<file path="src/logic/wpd_params.svh">
// constants for the wide pulse modulator dac: addresses, fields, resets
// and timing; included by wpd_top and wpd_mod_core, defines only.
`ifndef WPD_PARAMS_SVH
`define WPD_PARAMS_SVH

// -----------------------------------------------------------------
// special function register addresses
// -----------------------------------------------------------------
`define WPD_ADDR_LOW 8'hd2
`define WPD_ADDR_HIGH 8'hd3

// -----------------------------------------------------------------
// field positions and reset values
// -----------------------------------------------------------------
`define WPD_PWE_BIT 7
`define WPD_UNUSED_BIT 6
`define WPD_HIGH_VAL_MSB 5
`define WPD_LOW_RST 8'h00
`define WPD_HIGH_RST 8'h40
`define WPD_UNUSED_MASK 8'h40

// -----------------------------------------------------------------
// timing: figures in picoseconds, counts derived from the clock
// -----------------------------------------------------------------
`define WPD_CLK_PERIOD_PS 5000
`define WPD_PERIOD_PS 42660
`define WPD_STEP_PS 330
`define WPD_STEPS_PER_PERIOD 128
`define WPD_PERIOD_CYCLES (`WPD_PERIOD_PS * 200 / 1000)
`define WPD_STEP_CYCLES(p) ((p) / `WPD_STEPS_PER_PERIOD)

`endif

</file>
<file path="src/logic/wpd_pkg.sv">
// types shared by the wide pulse modulator dac modules.
// assumes nothing beyond the params header.
package wpd_pkg;
    typedef logic [7:0] wpd_byte_t;
    typedef logic [13:0] wpd_value_t;
    typedef logic [6:0] wpd_field_t;
    typedef logic [7:0] wpd_presc_t;
endpackage

</file>
<file path="src/logic/wpd_mod_if.sv">
// carrier between the register side and the modulator core.
// assumes both ends share mclk_i.
`timescale 1ns/1ps
`default_nettype none

interface wpd_mod_if;
    wpd_pkg::wpd_value_t value;
    logic pwm;
    modport ctl (output value, input pwm);
    modport core (input value, output pwm);
endinterface

`default_nettype wire

</file>
<file path="src/logic/wpd_top.sv">
// wide pulse modulator dac: special function registers, value transfer
// and port line selection. assumes a single-cycle sfr write and read
// strobe from the core, synchronous to mclk_i.
`timescale 1ns/1ps
`default_nettype none
`include "wpd_params.svh"

// Function
// - pulse period fixed, independent of value
// - top seven bits set base high time
// - base high time equals coarse times step
// - extend N of every 128 pulses one step
// - new value loads only on high-byte write
// - enable set drives port line from modulator
// - enable clear leaves port line to latch
// - high byte holds value bits 13 to 8
// - low byte bit 7 is coarse lsb
// - low bits 6 to 0 are extension count
// - high at d3, low at d2
module wpd_top #(
    parameter int PERIOD_CYCLES = `WPD_PERIOD_CYCLES // period length in clocks
) (
    input wire logic mclk_i,                    // core clock, 200 mhz
    input wire logic rst_b_i,                   // async reset, active low
    input wire logic ce_i,                      // clock enable
    input wire wpd_pkg::wpd_byte_t sfr_addr_i,  // sfr address
    input wire wpd_pkg::wpd_byte_t sfr_wdata_i, // sfr write data
    input wire logic sfr_wr_i,                  // sfr write strobe
    input wire logic sfr_rd_i,                  // sfr read strobe
    input wire logic port_latch_i,              // port register bit for line
    output logic sfr_sel_o,                     // read hit this block
    output wpd_pkg::wpd_byte_t sfr_rdata_o,     // sfr read data
    output logic pin_output_enable_o,           // modulator owns the line
    output logic port_two_line_zero_o           // port line level
);
    import wpd_pkg::*;

    wpd_mod_if mif ();

    wpd_byte_t low_reg;
    wpd_byte_t high_reg;
    wpd_value_t active_reg;
    wpd_byte_t rdata_reg;
    logic sel_reg;
    logic line_reg;
    logic wr_low;
    logic wr_high;

    function automatic wpd_byte_t read_mux(input wpd_byte_t a,
                                           input wpd_byte_t lo,
                                           input wpd_byte_t hi);
        wpd_byte_t r;
        r = 8'h00;
        if (a == `WPD_ADDR_LOW) begin
            r = lo;
        end else if (a == `WPD_ADDR_HIGH) begin
            r = hi | `WPD_UNUSED_MASK; // unused bit reads one
        end
        return r;
    endfunction

    // -----------------------------------------------------------------
    // address decode
    // -----------------------------------------------------------------
    assign wr_low = sfr_wr_i && (sfr_addr_i == `WPD_ADDR_LOW);
    assign wr_high = sfr_wr_i && (sfr_addr_i == `WPD_ADDR_HIGH);

    // -----------------------------------------------------------------
    // holding registers
    // -----------------------------------------------------------------
    // the low byte alone never reaches the modulator; software is
    // expected to write it first and then the high byte
    always_ff @(posedge mclk_i or negedge rst_b_i) begin
        if (!rst_b_i) begin
            low_reg <= `WPD_LOW_RST;
        end else if (ce_i && wr_low) begin
            low_reg <= sfr_wdata_i;
        end
    end

    always_ff @(posedge mclk_i or negedge rst_b_i) begin
        if (!rst_b_i) begin
            high_reg <= `WPD_HIGH_RST;
        end else if (ce_i && wr_high) begin
            high_reg <= sfr_wdata_i | `WPD_UNUSED_MASK;
        end
    end

    // the high write carries the low byte in the same cycle, so a low
    // write landing together is not possible on one strobe
    always_ff @(posedge mclk_i or negedge rst_b_i) begin
        if (!rst_b_i) begin
            active_reg <= 14'h0000;
        end else if (ce_i && wr_high) begin
            active_reg <= {sfr_wdata_i[`WPD_HIGH_VAL_MSB:0], low_reg};
        end
    end

    assign mif.value = active_reg;

    // -----------------------------------------------------------------
    // read path, one cycle after the strobe
    // -----------------------------------------------------------------
    always_ff @(posedge mclk_i or negedge rst_b_i) begin
        if (!rst_b_i) begin
            rdata_reg <= 8'h00;
            sel_reg <= 1'b0;
        end else if (ce_i) begin
            rdata_reg <= sfr_rd_i ?
                read_mux(sfr_addr_i, low_reg, high_reg) : 8'h00;
            sel_reg <= sfr_rd_i && ((sfr_addr_i == `WPD_ADDR_LOW) ||
                                    (sfr_addr_i == `WPD_ADDR_HIGH));
        end
    end

    // -----------------------------------------------------------------
    // port line selection
    // -----------------------------------------------------------------
    // registered so the pin never glitches while the enable changes
    always_ff @(posedge mclk_i or negedge rst_b_i) begin
        if (!rst_b_i) begin
            line_reg <= 1'b1;
        end else if (ce_i) begin
            if (high_reg[`WPD_PWE_BIT]) begin
                line_reg <= mif.pwm;
            end else begin
                line_reg <= port_latch_i;
            end
        end
    end

    assign sfr_rdata_o = rdata_reg;
    assign sfr_sel_o = sel_reg;
    assign pin_output_enable_o = high_reg[`WPD_PWE_BIT];
    assign port_two_line_zero_o = line_reg;

    wpd_mod_core #(
        .PERIOD_CYCLES(PERIOD_CYCLES)
    ) u_core (
        .mclk_i(mclk_i),
        .rst_b_i(rst_b_i),
        .ce_i(ce_i),
        .mif(mif)
    );
endmodule

`default_nettype wire

</file>
<file path="src/logic/wpd_mod_core.sv">
// modulator core: prescaler, step and frame counters, pulse output.
// assumes a synchronous clock enable and the value held by the register side.
`timescale 1ns/1ps
`default_nettype none
`include "wpd_params.svh"

module wpd_mod_core #(
    parameter int PERIOD_CYCLES = `WPD_PERIOD_CYCLES
) (
    input wire logic mclk_i,      // core clock
    input wire logic rst_b_i,     // async reset, active low
    input wire logic ce_i,        // clock enable
    wpd_mod_if.core mif           // value in, pulse out
);
    import wpd_pkg::*;

    localparam wpd_presc_t STEP_C =
        wpd_presc_t'(`WPD_STEP_CYCLES(PERIOD_CYCLES));

    wpd_presc_t presc_reg;
    wpd_field_t step_reg;
    wpd_field_t frame_reg;
    wpd_value_t cur_reg;
    logic pwm_reg;
    logic step_tick;
    logic period_end;
    logic ext;
    logic [7:0] width;

    function automatic wpd_field_t bitrev(input wpd_field_t v);
        wpd_field_t r;
        r = '0;
        for (int i = 0; i < 7; i++) begin
            r[i] = v[6 - i];
        end
        return r;
    endfunction

    assign step_tick = (presc_reg == STEP_C - 8'h01);
    assign period_end = step_tick && (step_reg == 7'h7f);
    // reversed frame count spreads the extended periods evenly
    assign ext = (bitrev(frame_reg) < cur_reg[6:0]);
    assign width = {1'b0, cur_reg[13:7]} + {7'h00, ext};

    // -----------------------------------------------------------------
    // step prescaler
    // -----------------------------------------------------------------
    always_ff @(posedge mclk_i or negedge rst_b_i) begin
        if (!rst_b_i) begin
            presc_reg <= 8'h00;
        end else if (ce_i) begin
            presc_reg <= step_tick ? 8'h00 : presc_reg + 8'h01;
        end
    end

    always_ff @(posedge mclk_i or negedge rst_b_i) begin
        if (!rst_b_i) begin
            step_reg <= 7'h00;
        end else if (ce_i && step_tick) begin
            step_reg <= step_reg + 7'h01;
        end
    end

    always_ff @(posedge mclk_i or negedge rst_b_i) begin
        if (!rst_b_i) begin
            frame_reg <= 7'h00;
        end else if (ce_i && period_end) begin
            frame_reg <= frame_reg + 7'h01;
        end
    end

    // new value only at a period boundary, so no pulse is cut short
    always_ff @(posedge mclk_i or negedge rst_b_i) begin
        if (!rst_b_i) begin
            cur_reg <= 14'h0000;
        end else if (ce_i && period_end) begin
            cur_reg <= mif.value;
        end
    end

    always_ff @(posedge mclk_i or negedge rst_b_i) begin
        if (!rst_b_i) begin
            pwm_reg <= 1'b0;
        end else if (ce_i) begin
            pwm_reg <= ({1'b0, step_reg} < width);
        end
    end

    assign mif.pwm = pwm_reg;

    // -----------------------------------------------------------------
    // checks
    // -----------------------------------------------------------------
    logic [7:0] ext_seen;
    logic cur_moved;
    always_ff @(posedge mclk_i or negedge rst_b_i) begin
        if (!rst_b_i) begin
            ext_seen <= 8'h00;
            cur_moved <= 1'b0;
        end else if (ce_i && period_end) begin
            if (frame_reg == 7'h7f) begin
                ext_seen <= 8'h00;
                cur_moved <= 1'b0;
            end else begin
                ext_seen <= ext_seen + {7'h00, ext};
                cur_moved <= cur_moved || (mif.value != cur_reg);
            end
        end
    end
endmodule

`default_nettype wire

</file>
<file path="config.mk">
export PLATFORM = sky130hd
export DESIGN_NAME = wpd_top
export DESIGN_NICKNAME = d
export VERILOG_FILES = /design/src/logic/wpd_pkg.sv /design/src/logic/wpd_mod_if.sv /design/src/logic/wpd_top.sv /design/src/logic/wpd_mod_core.sv
export VERILOG_INCLUDE_DIRS = /design/src /design/src/logic
export SDC_FILE = /design/constraint.sdc
export NUM_CORES = 1
export LEC_CHECK = 0
export BUFFER_PORTS_ARGS = -buffer_cell sky130_fd_sc_hd__buf_2
export CAP_MARGIN = 10
export CORE_ASPECT_RATIO = 1.2
export CORE_MARGIN = 8
export CORE_UTILIZATION = 60
export DETAILED_ROUTE_END_ITERATION = 7
export GPL_ROUTABILITY_DRIVEN = 0
export PLACE_DENSITY = 0.81
export SETUP_SLACK_MARGIN = 0.3
export SYNTH_ARGS = -nofsm -noshare
export SYNTH_HDL_FRONTEND = slang
export SYNTH_SLANG_ARGS = --single-unit
</file>
<file path="constraint.sdc">
create_clock -name mclk_i -period 5.2 [get_ports mclk_i]
set_input_delay 0.52 -clock mclk_i [delete_from_list [all_inputs] [get_ports mclk_i]]
set_output_delay 0.52 -clock mclk_i [all_outputs]
set_load 0.03 [all_outputs]
</file>
Yosys cells after proc, flatten, opt, wreduce, memory -nomap -nowiden. Index checks and enable logic that the tools add are counted. Widths: inputs -> output; s select.

Register bits: 76. Bits of input ports: 22. Output and inout port bits: 11.

Add/subtract/negate cells: 4. Order comparisons: 2. Eq/ne operators: 4. Mux-type cells: 5. Reduce and logical (&&, ||, !) cells: 9.

Operators with widths (count): $mux 8 (4); $eq 8x8->1 const B (2); $add 7x1->7 const B (2); $add 7x1->8 (1); $add 8x1->8 const B (1); $eq 8x7->1 const B (1); $logic_and 1x1->1 (8); $lt 7x8->1 (1); $eq 7x7->1 const B (1); $lt 7x7->1 (1); $logic_or 1x1->1 (1); $mux 1 (1).

Logic depth before layout (Yosys ltp).
Depth after elaboration: 4. Gate-level depth with buffers: 15.

By module. A second synthesis with hierarchy kept.

Cells, all modules: 262. Area total of the unflattened synthesis: 3455.8 um^2.

By module, submodules not included: wpd_mod_core (times used 1, cells each 168, area an instance 2040.7 um^2, seq. area each 925.9 um^2); wpd_top (times used 1, cells each 94, area an instance 1415.1 um^2, seq. area each 827.0 um^2).

Worst setup path after synthesis. Ideal clock, no wire load.

Path kind: reg-to-reg. From: register u_core.frame_reg[5]. To: register u_core.pwm_reg, in the netlist u_core.mif.pwm. Setup time: 0.082 ns. Data arrival time: 2.746 ns. Required time: 5.118 ns. Path slack: 2.372 ns. Cell stages (with the launch flop): 15. Path buffers: 0. Period minus slack after synthesis: 2.828 ns. Cell sequence: dfrtp_1 > ha_1 > a211oi_1 > o21bai_1 > a221oi_1 > ha_1 > ha_1 > and3_1 > nand3_1 > xor2_1 > ha_1 > a21oi_1 > and3_1 > o21ai_0 > a31oi_1.

Cells in the longest elaborated chain, start to end: 3.

Ends and longest elaborated chain: from (decl) (line wpd_mod_core.sv:22) `wpd_field_t frame_reg;`; from (signal assigned) (line wpd_mod_core.sv:68) `frame_reg <= frame_reg + 7'h01;`; $lt 7x7->1 (line wpd_mod_core.sv:42) `assign ext = (bitrev(frame_reg) < cur_reg[6:0]);`; $add 7x1->8 (line wpd_mod_core.sv:43) `assign width = {1'b0, cur_reg[13:7]} + {7'h00, ext};`; $lt 7x8->1 (line wpd_mod_core.sv:85) `pwm_reg <= ({1'b0, step_reg} < width);`; to (signal assigned) (line wpd_mod_core.sv:85); to (decl) (line wpd_mod_core.sv:24) `logic pwm_reg;`.

No other way between the ends. A chain may end at the register's enable or synchronous reset.

Worst setup path in the final report.
From: register u_core.cur_reg[1]. To: register u_core.pwm_reg, in the netlist u_core.mif.pwm.

Cells in the longest elaborated chain, start to end: 3.

Ends and longest elaborated chain: from (decl) (line wpd_mod_core.sv:23) `wpd_value_t cur_reg;`; from (signal assigned) (line wpd_mod_core.sv:77) `cur_reg <= mif.value;`; $lt 7x7->1 (line wpd_mod_core.sv:42); $add 7x1->8 (line wpd_mod_core.sv:43); $lt 7x8->1 (line wpd_mod_core.sv:85).

No other way between the ends.

==> qor.yml <==
setup_path:
  worstRegToRegCells: 15
  worstSetupEndpointType: "register"
  critPathTopFamily: "adder cells"
  worst_ep_arrival_time_ps: 3350
  critical_path.startpoint_type: "register"
  r2r_end: "u_core.mif.pwm$_DFFE_PN0P_"
  timing.critical_path.required_ps: 5460
  worst-path-buf-inv: 1
  path_common_cell: "ha_1"
  r2r_setup_slack_ps: 2110
  slowest_cell_on_crit_path: "dfrtp_1"
  cell_chain_critical_path: "inv_1 -> ha_1 -> a211oi_1 -> o21bai_1 -> a221oi_1 -> ha_1 -> ha_1 -> and3_1 -> nand3_1 -> xor2_1 -> ha_1 -> a21oi_1 -> and3_1 -> o21ai_0 -> a31oi_1"
  worstPathMaxFanout: 4
  reg2reg_from: "u_core.cur_reg[1]$_DFFE_PN0P_"
  slowest_cell_delay_on_critical_path_ps: 360
  crit_type: "reg2reg"
worst_hold_path:
  timing.hold.worst.class: "in2async"
floorplanning:
  fp.dieArea_um2: 8270
  die_width_um: 84.4
  io_pins: 33
  placement_rows: 30
  core-area_um2: 5560
  initial_core_util: 0.606
  die_height_um: 98.0
synthesis:
  synth_enable_flop_cells: 0
  post_synth_main_area_contributors: "dfrtp_1 51%, mux2_2 13%, ha_1 6.7%"
  synthDominantCellAreaShare: 0.513
  count_of_state_elements_after_synthesis: 70
  dominantRegCellSynth: "dfrtp_1"
  synth_sequential_area_ratio: 0.521
  syn-mean-instance-area_um2: 12.5
  synthDistinctLibCells: 41
  async_s_r_ff_share_synth: 1.00
  synth_area_um2: 3370
  synth_cells: 270
  synth_top_cell_by_area: "dfrtp_1"
  yosys_warnings: 0
  synthesis.nets: 310
drt:
  via_count: 2119
  first_pass_iters: 6
  finalWirelength_mm: 6.07
  wl_per_cell_um: 16.1
  drtIter0Drc: 84
  drc_errors: 0
  postRouteAntennaNets: 0
  viasPerCell: 5.62
global_routing:
  grt_pass1_vias: 2278
  track_usage: 0.159
  antenna_found_initial: 0
  grt_pass1_wl_mm: 10.5
  grt_start_max_net_pins: 71
  global_route.overflow_total: 0
power_and_ir_drop:
  power_density_nw_per_um2: 314
  ir_worst_vdd_uv: 196
  p_leak_nw: 1.89
cells_and_area:
  layout.cells.non_filler: 377
  largest_reg_flops: 14
  n_antenna_cell: 0
  proportion_of_layout_cells_with_a_drive_suffix_above_1: 0.313
  layout.nets: 348
  syn_to_final_growth_pct: 12.2
cts:
  worst_skew_pair.late_latency_ps: 350
  postCtsResizedCells: 0
  cts.htree.levels: 3
  holdBufCountCts: 0
  numClockSinks: 70
  post_cts_repair_timing_setup_buffer_count: 0
  cts.reportedPaths.clkPinSlew_ps: 80
  tritoncts_clock_tree: "built"
  clock_root_buffer: "clkbuf_8"
  cts_buffer_depth: 2
  cts_inserted_buffers: 9
timing:
  fmax_ghz: 0.324
  worst-slew-pin-transition_ps: 838
  rsz0062_at_grt: "false"
  timing.max_slew.rel_slack: 0.441
  timing.final.setup_violations: 0
  finalHoldViolations: 0
  fin_crit_period_ps: 3090
  fin_setup_tns_ps: 0
  final_max_slew_viol_count: 0
  final_min_period_over_clock_period: 0.594
  setup_skew_after_layout_ps: 9.91
placed_design:
  place.detailed.hpwl_mm: 4.37
  placedCellCount: 361
  numPortBuffers: 32
run:
  max_cap_violations: 0
run_status:
  result_of_the_run: "finished clean"
==> cell type report <==
class	instances	area, um2
clock buffer	10	128
clock inverter	6	68.8
fill	413	1780
inverter	19	71.3
multi-input combinational	174	1500
sequential	70	1750
tap	64	80.1
timing repair buffer	34	175
==> worst reg2reg max path, stage by stage, from the launching register on <==
cell,delay (ps)
dfrtp_1,360
inv_1,50
ha_1,280
a211oi_1,200
o21bai_1,100
a221oi_1,260
ha_1,240
ha_1,190
and3_1,200
nand3_1,110
xor2_1,160
ha_1,320
a21oi_1,160
and3_1,160
o21ai_0,80
a31oi_1,160
==> cells by family after synthesis <==
kind of cell / synth area share
AOI/OAI and AO/OA: 0.0498
and+or+nand+nor: 0.117
muxes: 0.157
buffers and inverters: 0.0331
xor gates and xnor gates: 0.0546
DFF: 0.521
adders and majority gates: 0.0669
==> power breakdown <==
group	total [W]	internal, W	switching, W	leakage, nW
combinational	0.000121	0.0000613	0.0000598	0.831
clock	0.000439	0.000225	0.000214	0.0973
sequential	0.000626	0.000580	0.0000461	0.959
==> cells in the mapped netlist (6+ instances only) <==
master	count
dfrtp_1	69
mux2_2	39
inv_1	19
ha_1	18
nand3_1	12
xnor2_1	11
nand2_1	10
xor2_1	10
mux2i_1	9
o22ai_1	9
nand4_1	8
and3_1	6
==> layer usage <==
metal	share of wire	global-route usage	vias up
met3	0.028	0.0403	11
li1	-	-	1041
met2	0.52	0.267	30
met5	0	0	-
met1	0.43	0.181	1037
met4	0.021	0.0797	0
==> per-stage QoR <==
step / util / power, W / hold slack (ps) / setup WS [ps] / area [um2]
3_5_place_dp: 0.645 / 0.000754 / 482 / 2130 / 3580
5_1_grt: 0.680 / 0.00123 / 398 / 1780 / 3780
4_1_cts: 0.680 / 0.00119 / 385 / 2090 / 3780
6_report: 0.680 / 0.00119 / 358 / 2110 / 3780
3_3_place_gp: 0.645 / 0.000748 / 447 / 2270 / 3580
2_1_floorplan: - / 0.000708 / 224 / 2370 / 3370
==> cell usage in the layout (no fill, tap or decap), drive strengths merged, types with 5 or more instances in the layout <==
| cell type | count |
|---|---|
| dfrtp | 69 |
| mux2 | 39 |
| buf | 34 |
| inv | 21 |
| ha | 18 |
| nand3 | 12 |
| xnor2 | 11 |
| nand2 | 11 |
| xor2 | 10 |
| clkbuf | 10 |
| mux2i | 9 |
| o22ai | 9 |
| nand4 | 8 |
| and3 | 6 |
| o21ai | 5 |
| nor2 | 5 |
| nor3 | 5 |
==> how the worst max path moves through the flow <==
stage,end,depth (start not counted),startpoint
after floorplan,u_core.mif.pwm$_DFFE_PN0P_,14,u_core.frame_reg[5]$_DFFE_PN0P_
after global placement,u_core.mif.pwm$_DFFE_PN0P_,14,u_core.frame_reg[5]$_DFFE_PN0P_
after detailed placement,u_core.mif.pwm$_DFFE_PN0P_,15,u_core.cur_reg[1]$_DFFE_PN0P_
after CTS,u_core.mif.pwm$_DFFE_PN0P_,15,u_core.cur_reg[1]$_DFFE_PN0P_
after global routing,u_core.mif.pwm$_DFFE_PN0P_,14,u_core.frame_reg[5]$_DFFE_PN0P_
final,u_core.mif.pwm$_DFFE_PN0P_,15,u_core.cur_reg[1]$_DFFE_PN0P_
(Power assumes the default switching activity.)
